**config.mk**
```make
export PLATFORM = sky130hd
export DESIGN_NAME = ssl_strap_led
export DESIGN_NICKNAME = d
export VERILOG_FILES = /design/src/rtl/ssl_pkg.sv /design/src/rtl/ssl_stretch.sv /design/src/rtl/ssl_strap_led.sv
export SDC_FILE = /design/constraint.sdc
export NUM_CORES = 1
export LEC_CHECK = 0
export BUFFER_PORTS_ARGS = -buffer_cell sky130_fd_sc_hd__buf_4
export CAP_MARGIN = 20
export CORE_ASPECT_RATIO = 0.6
export CORE_MARGIN = 3
export CORE_UTILIZATION = 54
export DETAILED_ROUTE_END_ITERATION = 10
export PLACE_DENSITY = 0.85
export SYNTH_ARGS = -nofsm -noshare
export SYNTH_HDL_FRONTEND = slang
export SYNTH_SLANG_ARGS = --single-unit
```
**constraint.sdc**
```tcl
create_clock -name clk_sys -period 9.15 [get_ports clk_sys]
set_input_delay 1.3725 -clock clk_sys [delete_from_list [all_inputs] [get_ports clk_sys]]
set_output_delay 1.3725 -clock clk_sys [all_outputs]
set_load 0.03 [all_outputs]
```
**src/rtl/ssl_pkg.sv**
```systemverilog
// Shared constants for the strap sampling and status indicator block.
package ssl_pkg;
   // Number of multi-function strap pins and their positions in the pad vectors.
   localparam int STRAP_W = 3;
   localparam int PIN_MODE_COL = 0;
   localparam int PIN_ADDR2_LINK = 1;
   localparam int PIN_ADDR3_TX = 2;

   // Clock rate and collision hold time.
   localparam longint CLK_HZ = 125000000;
   localparam longint COL_HOLD_MS = 70;
   localparam int COL_HOLD_CYC = int'((CLK_HZ * COL_HOLD_MS) / 1000);

   // Register bus layout, byte addresses of 32-bit words.
   localparam int ADDR_W = 4;
   localparam logic [ADDR_W-1:0] OFS_STATUS = 4'h0;
   localparam logic [ADDR_W-1:0] OFS_CONTROL = 4'h4;

   // Status register fields.
   localparam int ST_MODE_STRAP = 0;
   localparam int ST_ADDR2 = 1;
   localparam int ST_ADDR3 = 2;
   localparam int ST_SPEED = 3;
   localparam int ST_COL_LED = 4;
   localparam int ST_LINK = 5;
   localparam int ST_DRIVING = 6;

   // Control register fields and reset value.
   localparam int CT_SOFT_RESET = 0;
   localparam int CT_LED_OFF = 1;
   localparam logic [31:0] CONTROL_RST = 32'h0000_0000;

   // Pin sequencing states.
   typedef enum logic [1:0] {
      SEQ_RESET = 2'b00,
      SEQ_CAPTURE = 2'b01,
      SEQ_DRIVE = 2'b10
   } ssl_seq_t;
endpackage : ssl_pkg

```
**src/rtl/ssl_stretch.sv**
```systemverilog
// Retriggerable pulse stretcher that holds the collision indicator on.
`timescale 1ns/1ps
`default_nettype none
module ssl_stretch #(
   parameter int HOLD_CYC = 8750000
) (
   input wire logic clk_sys,
   input wire logic reset_n,
   input wire logic clear,
   input wire logic trigger,
   output logic active
);
   localparam int CNT_W = $clog2(HOLD_CYC + 1);
   localparam logic [CNT_W-1:0] HOLD_LOAD = CNT_W'(HOLD_CYC);

   logic [CNT_W-1:0] cnt_r;
   logic [CNT_W-1:0] cnt_nxt;
   logic active_r;
   logic active_nxt;

   // A fresh event reloads the count, so it wins over a clear in the same cycle.
   always_comb begin
      cnt_nxt = cnt_r;
      if (trigger) begin
         cnt_nxt = HOLD_LOAD;
      end else if (clear) begin
         cnt_nxt = '0;
      end else if (cnt_r != '0) begin
         cnt_nxt = cnt_r - CNT_W'(1);
      end
      active_nxt = (cnt_nxt != '0);
   end

   // Counter and indicator registers.
   always_ff @(posedge clk_sys) begin
      if (!reset_n) begin
         cnt_r <= '0;
         active_r <= 1'b0;
      end else begin
         cnt_r <= cnt_nxt;
         active_r <= active_nxt;
      end
   end

   assign active = active_r;
endmodule : ssl_stretch
`default_nettype wire

```
**src/rtl/ssl_strap_led.sv**
```systemverilog
// Strap sampling, interface mode selection and status LED drive for three shared pins.
//
// Behaviour
// - Each strap pin is an input during hardware reset and becomes a status output after it.
// - A low interface-mode strap selects the standard media-independent interface at the selected speed.
// - A high interface-mode strap selects the serial interface at 10M or the symbol interface at 100M.
// - After reset the interface-mode pin shows collision, asserted on collision and deasserted otherwise.
// - A detected collision keeps the collision indicator asserted for about 70 ms.
// - Station address bit 2 is loaded from the link pin level during reset, low for zero, high for one.
// - After reset the link pin is asserted while the link is valid and deasserted without link.
// - Station address bit 3 is loaded from the transmit pin level during reset, low for zero, high for one.
// - After reset the transmit pin is asserted while the link is valid and deasserted without link.
// - Strap levels are captured on leaving hardware reset and kept until the next hardware reset.
// - A software reset neither resamples nor changes the straps, and the pins stay driven during it.
// - A driven strap pin asserts at the inverse of the level sampled on it during reset.
`timescale 1ns/1ps
`default_nettype none
module ssl_strap_led
   import ssl_pkg::*;
#(
   parameter int COL_HOLD = COL_HOLD_CYC
) (
   input wire logic clk_sys,
   input wire logic reset_n,
   input wire logic [STRAP_W-1:0] pad_in,
   output logic [STRAP_W-1:0] pad_out,
   output logic [STRAP_W-1:0] pad_oe,
   input wire logic speed_select,
   input wire logic collision_det,
   input wire logic link_ok,
   output logic iface_mii,
   output logic iface_serial,
   output logic iface_symbol,
   output logic station_addr2,
   output logic station_addr3,
   output logic strap_valid,
   input wire logic [ADDR_W-1:0] avs_address,
   input wire logic avs_read,
   input wire logic avs_write,
   input wire logic [31:0] avs_writedata,
   output logic [31:0] avs_readdata,
   output logic avs_waitrequest
);
   // Pin synchronisers; left without reset so the level is live at reset release.
   logic [STRAP_W-1:0] pad_s1_r;
   logic [STRAP_W-1:0] pad_s2_r;
   logic spd_s1_r;
   logic spd_s2_r;

   logic [STRAP_W-1:0] strap_r;
   logic [STRAP_W-1:0] strap_nxt;
   ssl_seq_t seq_r;
   ssl_seq_t seq_nxt;
   logic [STRAP_W-1:0] oe_r;
   logic [STRAP_W-1:0] oe_nxt;
   logic [STRAP_W-1:0] out_r;
   logic [STRAP_W-1:0] out_nxt;
   logic [STRAP_W-1:0] assert_req;
   logic mii_r;
   logic mii_nxt;
   logic serial_r;
   logic serial_nxt;
   logic symbol_r;
   logic symbol_nxt;
   logic col_active;
   logic [31:0] control_r;
   logic [31:0] control_nxt;
   logic soft_rst_r;
   logic soft_rst_nxt;
   logic wait_r;
   logic wait_nxt;
   logic [31:0] rdata_r;
   logic [31:0] rdata_nxt;
   logic [31:0] status_word;
   logic acc_ok;

   // Two flops ahead of any logic; the first stage is read only by the second.
   always_ff @(posedge clk_sys) begin
      pad_s1_r <= pad_in;
      pad_s2_r <= pad_s1_r;
      spd_s1_r <= speed_select;
      spd_s2_r <= spd_s1_r;
   end

   // Sequencer: undriven during reset, capture once on release, then drive.
   always_comb begin
      seq_nxt = seq_r;
      strap_nxt = strap_r;
      oe_nxt = oe_r;
      unique case (seq_r)
         SEQ_RESET: begin
            seq_nxt = SEQ_CAPTURE;
            oe_nxt = '0;
         end
         SEQ_CAPTURE: begin
            strap_nxt = pad_s2_r;
            oe_nxt = '1;
            seq_nxt = SEQ_DRIVE;
         end
         SEQ_DRIVE: begin
            oe_nxt = '1;
         end
         default: begin
            seq_nxt = SEQ_RESET;
            oe_nxt = '0;
         end
      endcase
   end

   // Only the hardware reset clears the straps; the soft reset never reaches them.
   always_ff @(posedge clk_sys) begin
      if (!reset_n) begin
         seq_r <= SEQ_RESET;
         strap_r <= '0;
         oe_r <= '0;
      end else begin
         seq_r <= seq_nxt;
         strap_r <= strap_nxt;
         oe_r <= oe_nxt;
      end
   end

   // Collision hold timer, cleared by soft reset but retriggered by any new event.
   ssl_stretch #(
      .HOLD_CYC(COL_HOLD)
   ) u_col_stretch (
      .clk_sys(clk_sys),
      .reset_n(reset_n),
      .clear(soft_rst_r),
      .trigger(collision_det && (seq_r == SEQ_DRIVE)),
      .active(col_active)
   );

   // Status meaning of each pin before polarity is applied.
   always_comb begin
      assert_req = '0;
      assert_req[PIN_MODE_COL] = col_active;
      assert_req[PIN_ADDR2_LINK] = link_ok;
      assert_req[PIN_ADDR3_TX] = link_ok;
      if (control_r[CT_LED_OFF]) begin
         assert_req = '0;
      end
   end

   // Asserted level is the inverse of the strap, so a series LED lights on either board wiring.
   genvar gi;
   generate
      for (gi = 0; gi < STRAP_W; gi++) begin : g_pin
         assign out_nxt[gi] = assert_req[gi] ? ~strap_nxt[gi] : strap_nxt[gi];
      end
   endgenerate

   // Interface mode from the mode strap and the synchronised speed input.
   always_comb begin
      mii_nxt = 1'b0;
      serial_nxt = 1'b0;
      symbol_nxt = 1'b0;
      if (seq_r == SEQ_DRIVE) begin
         mii_nxt = ~strap_r[PIN_MODE_COL];
         serial_nxt = strap_r[PIN_MODE_COL] & ~spd_s2_r;
         symbol_nxt = strap_r[PIN_MODE_COL] & spd_s2_r;
      end
   end

   // Pin drive and mode outputs.
   always_ff @(posedge clk_sys) begin
      if (!reset_n) begin
         out_r <= '0;
         mii_r <= 1'b0;
         serial_r <= 1'b0;
         symbol_r <= 1'b0;
      end else begin
         out_r <= out_nxt;
         mii_r <= mii_nxt;
         serial_r <= serial_nxt;
         symbol_r <= symbol_nxt;
      end
   end

   // Word-aligned decode used by both the read and the write path.
   function automatic logic hit(input logic [ADDR_W-1:0] a, input logic [ADDR_W-1:0] ofs);
      hit = (a == ofs);
   endfunction : hit

   // Status word gathers the block's own state for software.
   always_comb begin
      status_word = 32'h0000_0000;
      status_word[ST_MODE_STRAP] = strap_r[PIN_MODE_COL];
      status_word[ST_ADDR2] = strap_r[PIN_ADDR2_LINK];
      status_word[ST_ADDR3] = strap_r[PIN_ADDR3_TX];
      status_word[ST_SPEED] = spd_s2_r;
      status_word[ST_COL_LED] = col_active;
      status_word[ST_LINK] = link_ok;
      status_word[ST_DRIVING] = (seq_r == SEQ_DRIVE);
   end

   // Avalon slave: one wait cycle, then a single cycle with waitrequest low completes the access.
   always_comb begin
      acc_ok = (avs_read || avs_write) && !wait_r;
      wait_nxt = 1'b1;
      rdata_nxt = rdata_r;
      control_nxt = control_r;
      soft_rst_nxt = 1'b0;
      if ((avs_read || avs_write) && wait_r) begin
         wait_nxt = 1'b0;
         rdata_nxt = 32'h0000_0000;
         if (avs_read && hit(avs_address, OFS_STATUS)) begin
            rdata_nxt = status_word;
         end else if (avs_read && hit(avs_address, OFS_CONTROL)) begin
            rdata_nxt = control_r;
         end
      end
      if (acc_ok && avs_write && hit(avs_address, OFS_CONTROL)) begin
         control_nxt = 32'h0000_0000;
         control_nxt[CT_LED_OFF] = avs_writedata[CT_LED_OFF];
         soft_rst_nxt = avs_writedata[CT_SOFT_RESET];
      end
   end

   // Bus and control registers.
   always_ff @(posedge clk_sys) begin
      if (!reset_n) begin
         wait_r <= 1'b1;
         rdata_r <= 32'h0000_0000;
         control_r <= CONTROL_RST;
         soft_rst_r <= 1'b0;
      end else begin
         wait_r <= wait_nxt;
         rdata_r <= rdata_nxt;
         control_r <= control_nxt;
         soft_rst_r <= soft_rst_nxt;
      end
   end

   assign pad_out = out_r;
   assign pad_oe = oe_r;
   assign iface_mii = mii_r;
   assign iface_serial = serial_r;
   assign iface_symbol = symbol_r;
   assign station_addr2 = strap_r[PIN_ADDR2_LINK];
   assign station_addr3 = strap_r[PIN_ADDR3_TX];
   assign strap_valid = oe_r[PIN_MODE_COL];
   assign avs_readdata = rdata_r;
   assign avs_waitrequest = wait_r;
endmodule : ssl_strap_led
`default_nettype wire

```
# Word level (Yosys, flattened, before mapping)
# Index checks and enable logic that the tools add are counted.
[word_totals]
input_bits = 46
output_inout_bits = 45
regBits = 82
mem_count = 0
wordCells = 57
mem_bits_rw = 0
mem_bits_ro = 0
latchBits = 0
[op_classes]
multipliers = 0
order_cmp = 0
reduce_logical = 16
eq_ne = 3
n_mux = 13
n_addsub = 1
n_bitwise = 7
n_shift = 0
div = 0
[ops]
columns = ["operator", "count"]
rows = [
  ["$mux 24", 3],
  ["$reduce_bool 24->1", 2],
  ["$sub 24x1->24 const B", 1],
  ["$mux 3", 3],
  ["$logic_and 1x1->1", 7],
  ["$mux 7", 1],
  ["$pmux 2 s3", 1],
  ["$not 1->1", 5],
  ["$eq 4x3->1 const B", 1],
  ["$logic_not 4->1", 1],
  ["$mux 1", 4],
  ["$reduce_and 2->1", 2],
  ["$and 1x1->1", 2],
  ["$eq 2x1->1 const B", 1],
  ["$eq 2x2->1 const B", 1],
  ["$logic_not 2->1", 1],
  ["$mux 2", 1],
  ["$reduce_or 2->1", 1],
  ["$logic_not 1->1", 1],
  ["$logic_or 1x1->1", 1],
]

# Depth between registers and ports, before layout
[logic_depth]
depth_word = 5
depth_mapped = 10
ltp_nobuf = 9

# Cells and area by module
# A second synthesis with hierarchy kept.
[hier_totals]
hier_cells = 302
area_unflattened_um2 = 2735.1
[modules_own_cells]
columns = ["mod", "seq_area_each_um2", "cells_each", "n_inst", "area_per_inst_um2"]
rows = [
  ["ssl_stretch", 500.5, 187, 1, 1505.2],
  ["ssl_strap_led", 600.6, 115, 1, 1229.9],
]

# Worst setup path before layout
# OpenSTA, ideal clock, no wires.
[synth_path]
path_kind = "register -> register"
startpoint = "register u_col_stretch.cnt_r[6]"
endpoint = "register u_col_stretch.active_r (netlist: u_col_stretch.active)"
path_stages_with_launch = 10
required_time_ns = 9.025
period_less_slack_ns = 3.209
path_slack_ns = 5.941
path_buffers = 2
setup_ns = 0.125
arrival_time_ns = 3.084
path_cell_list = "dfxtp_1 > or4_4 > or4_1 > buf_2 > or3_4 > buf_6 > o311ai_4 > o41ai_1 > or4b_1 > o41a_1"
[synth_between]
elab_chain_cells = 5
elab_cells_between_ends = 6
cone_classes = "add/sub: 1; mux: 3; reduce/logical: 2"
[synth_lines]
columns = ["item", "line_no", "rtl"]
rows = [
  ["start, declared", "ssl_stretch.sv:16", "logic [CNT_W-1:0] cnt_r;"],
  ["start signal, assigned", "ssl_stretch.sv:40", "cnt_r <= cnt_nxt;"],
  ["$sub 24x1->24 or $reduce_bool 24->1 (tied branches)", "ssl_stretch.sv:29, ssl_stretch.sv:28", ""],
  ["$mux 24 (*)", "ssl_stretch.sv:28", "end else if (cnt_r != '0) begin"],
  ["$mux 24 (*)", "ssl_stretch.sv:26", "end else if (clear) begin"],
  ["$mux 24 (*)", "ssl_stretch.sv:24", "if (trigger) begin"],
  ["$reduce_bool 24->1 (*)", "ssl_stretch.sv:31", "active_nxt = (cnt_nxt != '0);"],
  ["end signal, assigned", "ssl_stretch.sv:41", "active_r <= active_nxt;"],
  ["end, declared", "ssl_stretch.sv:18", "logic active_r;"],
]
# Mark *: on every way between the ends. The rest lies on a longest branch, timed or not.
# A chain may end at the register's enable or synchronous reset.

# Worst setup path after layout
[layout_path]
startpoint = "register u_col_stretch.cnt_r[0]"
endpoint = "register u_col_stretch.active_r (netlist: u_col_stretch.active)"
# Same word-level chain as after synthesis.

==> flow_summary.toml <==
[synth]
synth_top_area_share_pct = 41.3
ys_seq_area_share_pct = 41.3
avgSynthCellArea_sq_um = 9.14
synth_cell_types = 51
yosysWarnings = 0
syn_area_sq_um = 2670
synth.area.top_cells = "dfxtp_1, buf_4, xnor2_1"
synth_cells = 292
yosysTopAreaCell = "dfxtp_1"
yosys_register_bits = 55

[final_layout]
final_cells = 380
area_growth_pct = 10.2
final_cell_mix = "dfxtp_1, buf_4, nor2_1, conb_1"
drive_gt1_share_pct = 16.1
final_util_pct = 63.1
final_nets = 369
final_common_cell = "dfxtp_1"
antennaDiodeCount = 0

[placement]
portBuffers = 35
gp_routability_congestion = 0.801
dp.cells = 373
place_worst_setup_slack_ns = 5.78
dp_hpwl_um = 4070

[routing]
drtIter0Drc = 166
drc = 0
wl_per_cell_um = 14.3
detail_route.vias_per_cell = 5.33
ant_nets = 0
drt_pass1_iterations = 4
wl_um = 5430
vias = 2026

[grt]
track_usage_pct = 19.0
grt_pass1_vias = 1876
grt_max_degree = 34
grt.overflow.total = 0
grt_pass1_wl_um = 8970
antenna_found_initial = 0

[floorplan]
die_w_um = 96.8
die_area_sq_um = 5850
core-area_sq_um = 4660
initial_utilization_pct = 57.3
rows = 19
ioPinCount = 91
die_h_um = 60.5

[power]
power_uw = 1040
p_per_area_nw_per_um2 = 352
p_leak_uw = 0.00120
peakVddDrop_mv = 0.191

[worst_setup_path]
cp.required_ns = 9.35
crit_chain = "inv_1 -> ha_1 -> or4b_2 -> or3_1 -> nor3_1 -> buf_4 -> a2111oi_0 -> nor3_1 -> or4b_1 -> o41a_1"
crit_path_end_kind = "flop"
slowest_delay_ns = 0.63
cpMostUsedCell = "nor3_1"
cp_num_buf_inv = 2
cp_max_fo = 14
criticalPathCategory = "flop to flop"
crit_slowest_cell = "or4b_2"
arrival_ns = 3.64
start_kind = "flop"
crit_family = "simple AND/OR/NAND/NOR gates"

[sta]
slew_headroom_pct = 51.3
period_needed_ns = 3.44
rsz0062_at_grt = "false"
final_max_slew_viol_count = 0
finalWorstSetupSlack_ns = 5.71
skew_ns = 0.0106
fmax_ghz = 0.291
hold_viol_final = 0
setup_viol_count_final = 0
setup_tns_ns = 0
worstMarginPinSlew_ns = 0.723
fin_crit_sh_pct = 37.6

[clock_tree]
clk_latency_ns = 0.31
cts_resized = 0
clockBufferDepth = 2
clk_pin_slew_ns = 0.10
cts_root_buffer = "clkbuf_8"
cts_setup_buffers = 0
hold_buffers = 0
cts_tree = "yes"
cts_inserted_buffers = 5
htree_num_levels = 2
clock_sinks = 55

[status]
outcome = "completed"

[job]
drv_cap = 0

[min_path]
hold_class = "flop to flop"
path summary, 6_finish.rpt:
| path | cells past startpoint | slack (ns) | end | start |
|---|---|---|---|---|
| setup / recovery | 10 | 5.71 | u_col_stretch.active$_SDFF_PN0_ | u_col_stretch.cnt_r[0]$_SDFF_PN0_ |
| hold reg to reg | 0 | 0.34 | spd_s2_r$_DFF_P_ | spd_s1_r$_DFF_P_ |
| setup reg to reg | 10 | 5.71 | u_col_stretch.active$_SDFF_PN0_ | u_col_stretch.cnt_r[0]$_SDFF_PN0_ |
| hold / removal | 0 | 0.34 | spd_s2_r$_DFF_P_ | spd_s1_r$_DFF_P_ |
flip-flops by register name, summed over array words and instances (netlist names), 2 cells and up:
signal / count
avs_readdata: 7
seq_r: 2
strap_r: 3
pad_s1_r: 3
u_col_stretch.cnt_r: 24
pad_s2_r: 3
pad_out: 3
final cells by class:
class | instances | area, sq um
clock buffer | 5 | 68.8
clock inverter | 2 | 37.5
fill | 395 | 1720
inverter | 5 | 18.8
multi-input combinational | 214 | 1370
sequential | 55 | 1100
tap | 63 | 78.8
timing repair buffer | 36 | 270
worst register-to-register path, cell delays in order (launching register included):
cell and delay, ns:
dfxtp_1 0.34, inv_1 0.11, ha_1 0.21, or4b_2 0.63, or3_1 0.38, nor3_1 0.18, buf_4 0.24, a2111oi_0 0.13
nor3_1 0.25, or4b_1 0.46, o41a_1 0.41
routing by layer:
| layer | vias up | GRT usage [%] | share of wire [%] | routed length, um |
|---|---|---|---|---|
| met2 | 67 | 31.5 | 43 | 2360 |
| met4 | 0 | 4.80 | 1.2 | 63 |
| met1 | 956 | 25.6 | 49 | 2650 |
| met5 | - | 0 | 0 | 0 |
| li1 | 996 | - | - | - |
| met3 | 7 | 4.59 | 6.6 | 356 |
kinds of logic after synthesis:
group / count (synthesis) / share of synthesized area [%]
compound gates: 34 / 9.61
xor+xnor: 20 / 6.56
fa+ha+maj: 6 / 2.81
buf+inv: 47 / 10.9
flops: 55 / 41.3
mux: 10 / 3.75
other cells: 1 / 0.141
simple gates: 119 / 24.9
synth_stat cells, drive strengths merged:
master	number
nor2	34
inv	5
a41oi	1
o21a	6
nor4	7
and4b	1
o41a	1
or4	5
ha	6
or2	2
nor2b	17
a211oi	2
conb	1
nor3b	2
nand2b	1
o311ai	1
nand4	1
xor2	3
o211ai	1
or3	8
nand2	11
a211o	1
o41ai	2
o31ai	1
o21ai	5
or4b	2
mux2i	10
and3	1
a2111oi	1
nor3	9
dfxtp	55
xnor2	17
nor4bb	1
a22oi	6
a21oi	6
nor4b	3
and2	9
nand3	3
nand3b	2
clkbuf	11
buf	31
power by group:
part | internal, uW | switching [uW] | leakage, uW
clock network | 80.1 | 77.1 | 0.0000502
registers | 295 | 61.6 | 0.000452
logic | 229 | 294 | 0.000702
stage by stage:
step                area (sq um)  hold WS (ns)
floorplan                   2760         0.310
global placement            2840         0.311
detailed placement          2840         0.315
CTS                         2940         0.338
global route                2940         0.349
finish                      2940         0.338
Note: power is estimated with default switching activity, not from simulation.
